$ cat config.mk
export PLATFORM = sky130hd
export DESIGN_NAME = ihq_host_intr
export DESIGN_NICKNAME = d
export VERILOG_FILES = /design/src/hdl/ihq_pkg.sv /design/src/hdl/ihq_host_intr.sv /design/src/hdl/ihq_sticky_bit.sv /design/src/hdl/ihq_lane_map.sv
export VERILOG_INCLUDE_DIRS = /design/src /design/src/hdl
export SDC_FILE = /design/constraint.sdc
export NUM_CORES = 1
export LEC_CHECK = 0
export ABC_AREA = 1
export ABC_CLOCK_PERIOD_IN_PS = 1900
export BUFFER_PORTS_ARGS = -buffer_cell sky130_fd_sc_hd__clkbuf_2
export CORE_ASPECT_RATIO = 1.4
export CORE_MARGIN = 3
export CORE_UTILIZATION = 49
export CTS_CLUSTER_DIAMETER = 60
export DETAILED_ROUTE_END_ITERATION = 6
export PLACE_DENSITY = 0.83
export SLEW_MARGIN = 25
export SYNTH_ARGS = -nofsm -noshare
export SYNTH_HDL_FRONTEND = slang
export SYNTH_SLANG_ARGS = --single-unit
$ cat constraint.sdc
create_clock -name clk_i -period 1.9 [get_ports clk_i]
set_input_delay 0.19 -clock clk_i [delete_from_list [all_inputs] [get_ports clk_i]]
set_output_delay 0.19 -clock clk_i [all_outputs]
set_load 0.01 [all_outputs]
$ cat src/hdl/ihq_regs.svh
`ifndef IHQ_REGS_SVH
`define IHQ_REGS_SVH

// register banks selected by the host bank input
`define IHQ_BANK_QUEUE 5'h11
`define IHQ_BANK_INTR 5'h12

// byte offsets inside a bank
`define IHQ_OFS_ENABLE 4'h0
`define IHQ_OFS_STATUS 4'h2
`define IHQ_OFS_DATA_LOW 4'h8
`define IHQ_OFS_DATA_HIGH 4'hA

// bit positions shared by the enable and the status register
`define IHQ_BIT_LINK 15
`define IHQ_BIT_TX_DONE 14
`define IHQ_BIT_RX_READY 13
`define IHQ_BIT_RX_OVERRUN 11
`define IHQ_BIT_TX_STOP 9
`define IHQ_BIT_RX_STOP 8
`define IHQ_BIT_RX_ERROR 7

// implemented bits and reset values
`define IHQ_IMPL_MASK 16'hEB80
`define IHQ_ENABLE_RESET 16'h0000
`define IHQ_STATUS_RESET 16'h0300

// number of event sources
`define IHQ_NUM_EVENTS 7

`endif

$ cat src/hdl/ihq_pkg.sv
package ihq_pkg;

  // one host access as seen on the parallel bus
  typedef struct packed {
    logic       rd;
    logic       wr;
    logic [4:0] bank;
    logic [3:0] addr;
    logic [3:0] be;
    logic [31:0] wdata;
  } ihq_host_req_t;

  // host access folded onto a doubleword view
  typedef struct packed {
    logic [1:0] dword;
    logic [3:0] be;
    logic [31:0] data;
  } ihq_dword_t;

  // level inputs from the queue engines and the link
  typedef struct packed {
    logic link_up;
    logic tx_done;
    logic rx_ready;
    logic rx_overrun;
    logic tx_stopped;
    logic rx_stopped;
    logic rx_error_frame;
  } ihq_events_t;

  // word handed to the transmit queue
  typedef struct packed {
    logic [3:0] be;
    logic [31:0] data;
  } ihq_tx_word_t;

  // reply state of the host port
  typedef enum logic [1:0] {
    IHQ_IDLE,
    IHQ_REPLY
  } ihq_port_state_t;

endpackage : ihq_pkg

$ cat src/hdl/ihq_host_intr.sv
`timescale 1ns/1ps
`include "ihq_regs.svh"

// Summary of operation
// - both data words read receive, write transmit
// - byte, word, dword accesses mix freely
// - 16-bit bus two buffers, 32-bit one
// - data words consecutive on 16, one on 32
// - enable 15 gates link change, resets 0
// - enable 14 gates transmit done, resets 0
// - enable 13 gates receive ready, resets 0
// - enable 11 gates receive overrun, resets 0
// - enables 9, 8 gate process stopped
// - enable 7 gates error frame, resets 0
// - interrupt when any enabled status set
// - reads keep status; write one clears
// - status 15 set on any link change
// - status 14 set when transmit done
// - status 13 set when frame received
// - status 11 set on receive overrun
// - status 9, 8 on stop; reset one
// - status 7 set on error frame
// - status set by edge, held until cleared
module ihq_host_intr
  import ihq_pkg::*;
#(
  parameter int DATA_W = 32
)
(
  input wire logic clk_i,
  input wire logic sys_rst_i,
  input wire logic ce_i,
  input wire logic host_bus32_i,
  input ihq_host_req_t host_req_i,
  output logic host_ack_o,
  output logic [DATA_W-1:0] host_rdata_o,
  input ihq_events_t events_i,
  output logic rx_pop_o,
  output logic [3:0] rx_be_o,
  input wire logic [DATA_W-1:0] rx_data_i,
  output logic tx_push_o,
  output ihq_tx_word_t tx_word_o,
  output logic irq_n_o
);

  // mode strap and its two-stage synchroniser
  logic bus32_meta_reg;
  logic bus32_sync_reg;
  logic bus32_reg;

  // host port bookkeeping
  ihq_port_state_t port_reg;
  ihq_port_state_t port_next;
  logic host_addr1_reg;
  ihq_dword_t acc;

  // register storage
  logic [15:0] enable_reg;
  logic [15:0] status;
  logic [15:0] status_clear;
  logic [`IHQ_NUM_EVENTS-1:0] evt_vec;
  logic [`IHQ_NUM_EVENTS-1:0] clr_vec;
  logic [`IHQ_NUM_EVENTS-1:0] flag_vec;

  // decode results
  logic hit_intr;
  logic hit_data;
  logic rd_any;
  logic wr_any;
  logic [31:0] read_dword;
  logic irq_next;

  // bit positions of the event sources, highest first
  localparam int EVT_POS [`IHQ_NUM_EVENTS] = '{
    `IHQ_BIT_LINK,
    `IHQ_BIT_TX_DONE,
    `IHQ_BIT_RX_READY,
    `IHQ_BIT_RX_OVERRUN,
    `IHQ_BIT_TX_STOP,
    `IHQ_BIT_RX_STOP,
    `IHQ_BIT_RX_ERROR
  };

  // reset value of each source flag
  localparam logic [15:0] STATUS_RST = `IHQ_STATUS_RESET;

  // true when the access falls in the given bank and doubleword
  function automatic logic hits(
    input logic [4:0] bank,
    input logic [1:0] dword,
    input logic [4:0] want_bank,
    input logic [3:0] want_ofs
  );
    hits = (bank == want_bank) && (dword == want_ofs[3:2]);
  endfunction : hits

  // merge write data into a 16-bit register under two byte enables
  function automatic logic [15:0] merge16(
    input logic [15:0] old_val,
    input logic [15:0] new_val,
    input logic [1:0] be
  );
    merge16 = {be[1] ? new_val[15:8] : old_val[15:8],
               be[0] ? new_val[7:0] : old_val[7:0]};
  endfunction : merge16

  // the bus width strap passes three flops before use
  always_ff @(posedge clk_i)
  begin
    if (sys_rst_i)
    begin
      bus32_meta_reg <= 1'b0;
      bus32_sync_reg <= 1'b0;
    end
    else if (ce_i)
    begin
      bus32_meta_reg <= host_bus32_i;
      bus32_sync_reg <= bus32_meta_reg;
    end
  end

  // the synchronised width selects the data port layout
  always_ff @(posedge clk_i)
  begin
    if (sys_rst_i)
      bus32_reg <= 1'b0;
    else if (ce_i)
      bus32_reg <= bus32_sync_reg;
  end

  // fold the host access onto a doubleword with lane enables
  ihq_lane_map u_lane_map (
    .bus32_i(bus32_reg),
    .addr_i(host_req_i.addr),
    .be_i(host_req_i.be),
    .wdata_i(host_req_i.wdata),
    .dword_o(acc)
  );

  // address decode; low and high data words share one doubleword
  assign hit_intr = hits(host_req_i.bank, acc.dword,
                         `IHQ_BANK_INTR, `IHQ_OFS_ENABLE);
  assign hit_data = hits(host_req_i.bank, acc.dword,
                         `IHQ_BANK_QUEUE, `IHQ_OFS_DATA_HIGH);
  assign rd_any = host_req_i.rd & ~host_req_i.wr;
  assign wr_any = host_req_i.wr & ~host_req_i.rd;

  // one reply cycle follows every access that asserts only one of rd and wr
  always_comb
  begin
    port_next = IHQ_IDLE;
    unique case (port_reg)
      IHQ_IDLE:
        if (rd_any || wr_any)
          port_next = IHQ_REPLY;
      IHQ_REPLY:
        if (rd_any || wr_any)
          port_next = IHQ_REPLY;
    endcase
  end

  // port state register
  always_ff @(posedge clk_i)
  begin
    if (sys_rst_i)
      port_reg <= IHQ_IDLE;
    else if (ce_i)
      port_reg <= port_next;
  end

  assign host_ack_o = (port_reg == IHQ_REPLY);

  // enable register, only implemented bits are writable
  always_ff @(posedge clk_i)
  begin
    if (sys_rst_i)
      enable_reg <= `IHQ_ENABLE_RESET;
    else if (ce_i && wr_any && hit_intr)
      enable_reg <= merge16(enable_reg, acc.data[15:0], acc.be[1:0])
                    & `IHQ_IMPL_MASK;
  end

  // write one to a status bit clears it; reads leave it alone
  always_comb
  begin
    status_clear = 16'h0000;
    if (wr_any && hit_intr)
      status_clear = merge16(16'h0000, acc.data[31:16], acc.be[3:2]);
  end

  // gather the event levels in bit-position order
  assign evt_vec = {events_i.link_up,
                    events_i.tx_done,
                    events_i.rx_ready,
                    events_i.rx_overrun,
                    events_i.tx_stopped,
                    events_i.rx_stopped,
                    events_i.rx_error_frame};

  // one sticky flag per event source
  genvar gi;
  generate
    for (gi = 0; gi < `IHQ_NUM_EVENTS; gi++)
    begin : g_flag
      assign clr_vec[gi] = status_clear[EVT_POS[gi]];
      ihq_sticky_bit #(
        .RESET_VALUE(STATUS_RST[EVT_POS[gi]]),
        .BOTH_EDGES(EVT_POS[gi] == `IHQ_BIT_LINK)
      ) u_flag (
        .clk_i(clk_i),
        .sys_rst_i(sys_rst_i),
        .ce_i(ce_i),
        .event_i(evt_vec[`IHQ_NUM_EVENTS-1-gi]),
        .clear_i(clr_vec[gi]),
        .flag_o(flag_vec[gi])
      );
    end
  endgenerate

  // place the flags at their positions, reserved bits read zero
  always_comb
  begin
    status = 16'h0000;
    for (int i = 0; i < `IHQ_NUM_EVENTS; i++)
      status[EVT_POS[i]] = flag_vec[i];
  end

  // assemble the addressed doubleword for a read
  always_comb
  begin
    read_dword = 32'h0000_0000;
    if (hit_intr)
      read_dword = {status, enable_reg};
    else if (hit_data)
      read_dword = rx_data_i;
  end

  // reads of the data port pull from the receive queue
  assign rx_pop_o = ce_i & rd_any & hit_data;
  assign rx_be_o = acc.be;

  // read data is registered, narrowed for a 16-bit bus
  always_ff @(posedge clk_i)
  begin
    if (sys_rst_i)
    begin
      host_rdata_o <= '0;
      host_addr1_reg <= 1'b0;
    end
    else if (ce_i && rd_any)
    begin
      host_addr1_reg <= host_req_i.addr[1];
      if (bus32_reg)
        host_rdata_o <= read_dword;
      else if (host_req_i.addr[1])
        host_rdata_o <= {16'h0000, read_dword[31:16]};
      else
        host_rdata_o <= {16'h0000, read_dword[15:0]};
    end
  end

  // writes of the data port push into the transmit queue
  always_ff @(posedge clk_i)
  begin
    if (sys_rst_i)
    begin
      tx_push_o <= 1'b0;
      tx_word_o <= '0;
    end
    else if (ce_i)
    begin
      tx_push_o <= wr_any & hit_data & (|acc.be);
      if (wr_any && hit_data)
      begin
        tx_word_o.be <= acc.be;
        tx_word_o.data <= acc.data;
      end
    end
  end

  // any enabled pending status drives the interrupt pin low
  assign irq_next = |(status & enable_reg);

  // interrupt pin register
  always_ff @(posedge clk_i)
  begin
    if (sys_rst_i)
      irq_n_o <= 1'b1;
    else if (ce_i)
      irq_n_o <= ~irq_next;
  end

endmodule : ihq_host_intr

$ cat src/hdl/ihq_sticky_bit.sv
`timescale 1ns/1ps

// one edge-set, write-one-clear status flag
module ihq_sticky_bit
  import ihq_pkg::*;
#(
  parameter bit RESET_VALUE = 1'b0,
  parameter bit BOTH_EDGES = 1'b0
)
(
  input wire logic clk_i,
  input wire logic sys_rst_i,
  input wire logic ce_i,
  input wire logic event_i,
  input wire logic clear_i,
  output logic flag_o
);

  logic prev_reg;
  logic edge_seen;

  // previous level of the event for edge detection
  always_ff @(posedge clk_i)
  begin
    if (sys_rst_i)
      prev_reg <= 1'b0;
    else if (ce_i)
      prev_reg <= event_i;
  end

  // rising edge, or any edge for the link source
  assign edge_seen = BOTH_EDGES ? (event_i ^ prev_reg)
                                : (event_i & ~prev_reg);

  // flag holds until written with one; a new edge wins over a clear
  always_ff @(posedge clk_i)
  begin
    if (sys_rst_i)
      flag_o <= RESET_VALUE;
    else if (ce_i)
    begin
      if (edge_seen)
        flag_o <= 1'b1;
      else if (clear_i)
        flag_o <= 1'b0;
    end
  end

endmodule : ihq_sticky_bit

$ cat src/hdl/ihq_lane_map.sv
`timescale 1ns/1ps

// folds a 16- or 32-bit host access onto a doubleword view
module ihq_lane_map
  import ihq_pkg::*;
(
  input wire logic bus32_i,
  input wire logic [3:0] addr_i,
  input wire logic [3:0] be_i,
  input wire logic [31:0] wdata_i,
  output ihq_dword_t dword_o
);

  // a 16-bit access lands in the half chosen by address bit 1
  always_comb
  begin
    dword_o.dword = addr_i[3:2];
    if (bus32_i)
    begin
      dword_o.be = be_i;
      dword_o.data = wdata_i;
    end
    else if (addr_i[1])
    begin
      dword_o.be = {be_i[1:0], 2'b00};
      dword_o.data = {wdata_i[15:0], 16'h0000};
    end
    else
    begin
      dword_o.be = {2'b00, be_i[1:0]};
      dword_o.data = {16'h0000, wdata_i[15:0]};
    end
  end

endmodule : ihq_lane_map

After elaboration in Yosys (flattened, before gate mapping)
Cells that the tools add are included.
{"block": "word_totals", "register_bits": 96, "latchBits": 0, "mem_bits_rw": 0, "inputBits": 90, "mem_bits_ro": 0, "memories": 0}
{"block": "classes", "reduce_logical": 30, "addsub": 0, "magnitude_cmp": 0, "div_mod_pow": 0, "shifts": 0, "eq_ne": 4, "mul": 0, "n_mux": 25, "bitwise": 23}
{"operator": "$mux 32", "count": 3}
{"operator": "$mux 36", "count": 2}
{"operator": "$mux 16", "count": 2}
{"operator": "$reduce_and 2->1", "count": 10}
{"operator": "$and 16x16->16", "count": 1}
{"operator": "$mux 8", "count": 2}
{"operator": "$reduce_or 16->1", "count": 1}
{"operator": "$mux 1", "count": 15}
{"operator": "$reduce_bool 2->1", "count": 7}
{"operator": "$and 1x1->1", "count": 12}
{"operator": "$eq 5x5->1 const B", "count": 2}
{"operator": "$not 1->1", "count": 9}
{"operator": "$logic_and 1x1->1", "count": 7}
{"operator": "$logic_not 2->1", "count": 2}
{"operator": "$reduce_or 4->1", "count": 1}
{"operator": "$eq 2x1->1 const B", "count": 1}
{"operator": "$eq 2x2->1 const B", "count": 1}
{"operator": "$mux 2", "count": 1}
{"operator": "$reduce_or 2->1", "count": 1}
{"operator": "$logic_or 1x1->1", "count": 1}
{"operator": "$xor 1x1->1", "count": 1}

Longest topological paths before layout
{"block": "logic_depth", "ltp_word": 6, "depth_mapped": 10}

Cells and area by module
Synthesis repeated with hierarchy kept, for this count alone.
{"block": "unflattened", "cells_unflattened": 748, "area_unflattened_um2": 4782.1}
{"module": "ihq_host_intr", "area_each_um2": 3718.6, "cells_per_inst": 565, "seq_area_each_um2": 1621.6, "n_inst": 1}
{"module": "ihq_lane_map", "area_each_um2": 483.0, "cells_per_inst": 101, "seq_area_each_um2": 0.0, "n_inst": 1}
{"module": "ihq_sticky_bit (g_flag[1].u_flag ...)", "area_each_um2": 81.3, "cells_per_inst": 11, "seq_area_each_um2": 40.0, "n_inst": 4}
{"module": "ihq_sticky_bit (g_flag[4].u_flag ...)", "area_each_um2": 83.8, "cells_per_inst": 13, "seq_area_each_um2": 40.0, "n_inst": 2}
{"module": "ihq_sticky_bit (g_flag[0].u_flag)", "area_each_um2": 87.6, "cells_per_inst": 12, "seq_area_each_um2": 40.0, "n_inst": 1}

Least setup slack after synthesis
Ideal clock, no wire load.
{"block": "synth_timing", "path_kind": "reg2reg", "startpoint": "register bus32_reg", "endpoint": "register g_flag[5].u_flag.flag_o", "synth_period_minus_slack_ns": 1.387, "setup_slack_ns": 0.513, "t_required_ns": 1.765, "arrival_time_ns": 1.252, "path_stages_with_launch": 10, "path_cell_list": "dfxtp_1 -> buf_2 -> inv_2 -> nand2_2 -> buf_6 -> buf_4 -> o21ai_1 -> nand2_1 -> o21ai_0 -> o211ai_1"}
{"block": "synth_between", "elab_chain_cells": 5}
{"item": "from (decl)", "line": "ihq_host_intr.sv:49", "rtl": "logic bus32_reg;"}
{"item": "from (signal assigned)", "line": "ihq_host_intr.sv:128", "rtl": "bus32_reg <= bus32_sync_reg;"}
{"item": "$mux 36", "line": "ihq_lane_map.sv:18", "rtl": "if (bus32_i)"}
{"item": "$mux 8", "line": "ihq_host_intr.sv:103", "rtl": "merge16 = {be[1] ? new_val[15:8] : old_val[15:8],"}
{"item": "$mux 16", "line": "ihq_host_intr.sv:187", "rtl": "if (wr_any && hit_intr)"}
{"item": "$reduce_bool 2->1 (no source line)"}
{"item": "$reduce_and 2->1 (no source line)"}
{"item": "to (signal assigned)", "line": "ihq_sticky_bit.sv:39", "rtl": "flag_o <= RESET_VALUE;"}
{"item": "to (signal assigned)", "line": "ihq_sticky_bit.sv:43", "rtl": "flag_o <= 1'b1;"}
{"item": "to (signal assigned)", "line": "ihq_sticky_bit.sv:45", "rtl": "flag_o <= 1'b0;"}
{"item": "to (decl)", "line": "ihq_sticky_bit.sv:16", "rtl": "output logic flag_o"}
Every way passes these cells.
A chain may end at the register's enable or synchronous reset.

Worst setup path after layout
{"block": "layout_timing", "startpoint": "register bus32_reg", "endpoint": "output rx_be_o[2]"}
{"block": "layout_between", "elab_chain_cells": 1}
{"item": "$mux 36", "line": "ihq_lane_map.sv:18"}
{"item": "to (decl)", "line": "ihq_host_intr.sv:39", "rtl": "output logic [3:0] rx_be_o,"}
Every way passes these cells.

==> impl_metrics.toml <==
[timing]
min_period_ps = 1756
finalHoldWorstSlack_ps = 79.41
worst_slew_pin_slew_ps = 701.0
setup_ws_ps = 144.2
fmax_ghz = 0.5696
worst_clock_skew_ps = 5.787
finalSetupViolations = 0
drv_slew = 0
hold_viol = 0
setup_tns_ps = 0
rsz0062_at_grt = "no"
timing.slew.headroom = 0.5321
period_share = 0.9241

[final_layout]
utilization = 0.6502
largestRegisters = "tx_word_o (36), host_rdata_o (32)"
layout_common_cells = "164 x clkbuf_2, 137 x nand2_1, 95 x dfxtp_1"
drive_gt1_frac = 0.2718
finalInstanceArea_sq_mm = 0.005425
regMostFlops = "tx_word_o"
regArea_sq_mm = 0.001902
n_fill_cell = 766
final_common_cell = "clkbuf_2"
largest_reg_flops = 36
antenna-diode-count = 0
syn_to_final_growth_pct = 25.90
layout.nets = 867
multi_input_area_sq_mm = 0.002003
layout.cells.non_filler = 882

[clocking]
cts_hold_buf = 0
cts-root-buf = "clkbuf_16"
path_clk_slew_ps = 70
cts_tree = "built"
htreeDepth = 3
clockBufferDepth = 2
cts_sinks = 95
insertion_delay_ps = 340
cts_buffers = 9

[synth]
avgSynthCellArea_sq_um = 6.851
synth_ff_type = "dfxtp_1"
netlist_area_sq_mm = 0.004309
syn_nets = 721
netlist-cell-type-count = 25
synth-seq-area-share = 0.4413
synth-xor-area-share = 0
synth_seq_cells = 95
synth-edff-count = 0
yosys.area_share.simple = 0.2956
yosys_warnings = 0
synthCells = 629
synthMuxAreaShare = 0
synthArstFlopShare = 0
synth_compound_area_frac = 0.1629
synth_top_family_by_area = "simple AND/OR/NAND/NOR gates"
synth_adder_area_share = 0.005807

[die]
start_util = 0.5164
io_pins = 166
die_area_sq_mm = 0.009971
die_height_microns = 117.0
die-width_microns = 85.26
core-area_sq_mm = 0.008344
row_count = 39

[setup_path]
endpoint_kind = "output pin"
path_max_fanout = 11
arrival_ps = 1570
critPathRequiredTime_ps = 1710
crit_type = "flip-flop to output pin"
worst_setup_path_start_kind = "flip-flop"

[detailed_routing]
routed-via-count = 4670
drt_iter0_markers = 315
drc = 0
firstDrtPassIters = 5
viasPerCell = 5.295
wl_per_cell_microns = 14.36
drt-total-wl_mm = 12.67
ant_nets = 0

[pwr]
combPwrFrac = 0.100
power_switching_mw = 1.037
ir_worst_vdd_uv = 568.7
p_clk_frac = 0.408
pwr-share-seq = 0.492
p_int_mw = 3.147
p_leak_nw = 2.658
powerDensity_mw_per_mm2 = 771.1
p_sw_frac = 0.2478
p_total_mw = 4.183

[worst_hold_path]
hp-class = "input port to flip-flop"

[place]
dpl.hpwl_mm = 9.240
io_buffers = 164
dpl-instance-area_sq_mm = 0.005136
place_congestion = 0.9319
dp_slack_ps = 271.9
placed_cells = 866

[global_route]
antenna_found_initial = 0
grt_pass1_vias = 4308
grt_pass1_wl_mm = 20.15
grt_start_max_net_pins = 53
overflow = 0
grt_use_total = 0.2522

[outcome]
status = "complete, no violations"

[flow_run]
drv_cap = 0
layout make-up:
cell class | count | area share
clock inverter | 5 | 0.005766
sequential | 95 | 0.3506
multi-input combinational | 442 | 0.3692
clock buffer | 11 | 0.04659
timing repair buffer | 177 | 0.1693
tap | 102 | 0.02352
inverter | 50 | 0.03506
path summary, 6_finish.rpt:
kind | endpoint | cells past startpoint | slack (ps) | startpoint
worst max-delay path | rx_be_o[2] | 4 | 140 | bus32_reg$_SDFFE_PP0P_
worst min-delay path | bus32_meta_reg$_SDFFE_PP0P_ | 3 | 80 | host_bus32_i
worst max register to register | g_flag[4].u_flag.flag_o$_SDFFE_PP1P_ | 7 | 210 | bus32_reg$_SDFFE_PP0P_
worst min register to register | g_flag[6].u_flag.prev_reg$_SDFFE_PP0P_ | 2 | 460 | g_flag[6].u_flag.prev_reg$_SDFFE_PP0P_
metal layers:
layer  GRT usage  up-vias  routed length, microns
met5           0        -                       0
met4      0.1257        0                     365
met3     0.04832       27                    1124
met2      0.4326      217                    6163
met1      0.3016     2104                    5016
li1            -     2322                       -
repair_timing:
item	CTS	global route
resized for setup	0	3
setup endpoints to repair	0	2
buffers inserted	0	0
cell usage after synthesis, types with 3 or more instances:
master,n,area [sq um]
a21oi_1,63,315.3
buf_2,10,50.05
buf_4,5,37.54
buf_6,4,45.04
clkbuf_1,23,86.33
dfxtp_1,95,1902
inv_1,43,161.4
inv_2,6,22.52
nand2_1,137,514.2
nand3_1,59,295.3
nand4_1,6,37.54
nor2_1,88,330.3
nor2_4,3,33.78
o21ai_0,64,320.3
o21ai_1,7,35.03
or2_2,4,25.02
logic make-up (layout without fill, tap and decap cells):
kind of cell,Yosys count,after routing
AOI/OAI and AO/OA,138,138
and+or+nand+nor,302,302
buffers and inverters,92,243
DFF,95,95
adders and majority gates,2,2
worst max-delay path, cell delays in order, from the launching register on:
cell      delay [ps]
dfxtp_1          330
inv_2             90
nand2_2          170
o21ai_0          420
clkbuf_2         210
power by group through the flow:
stage / Clock (mW) / Combinational [mW] / Sequential, mW
after floorplan: 0 / 0.226 / 2.10
after global placement: 0 / 0.405 / 2.10
after detailed placement: 0 / 0.411 / 2.10
after CTS: 1.74 / 0.414 / 2.06
after global routing: 1.82 / 0.466 / 2.06
final: 1.71 / 0.418 / 2.06
Note: power is estimated with default switching activity, not from simulation.
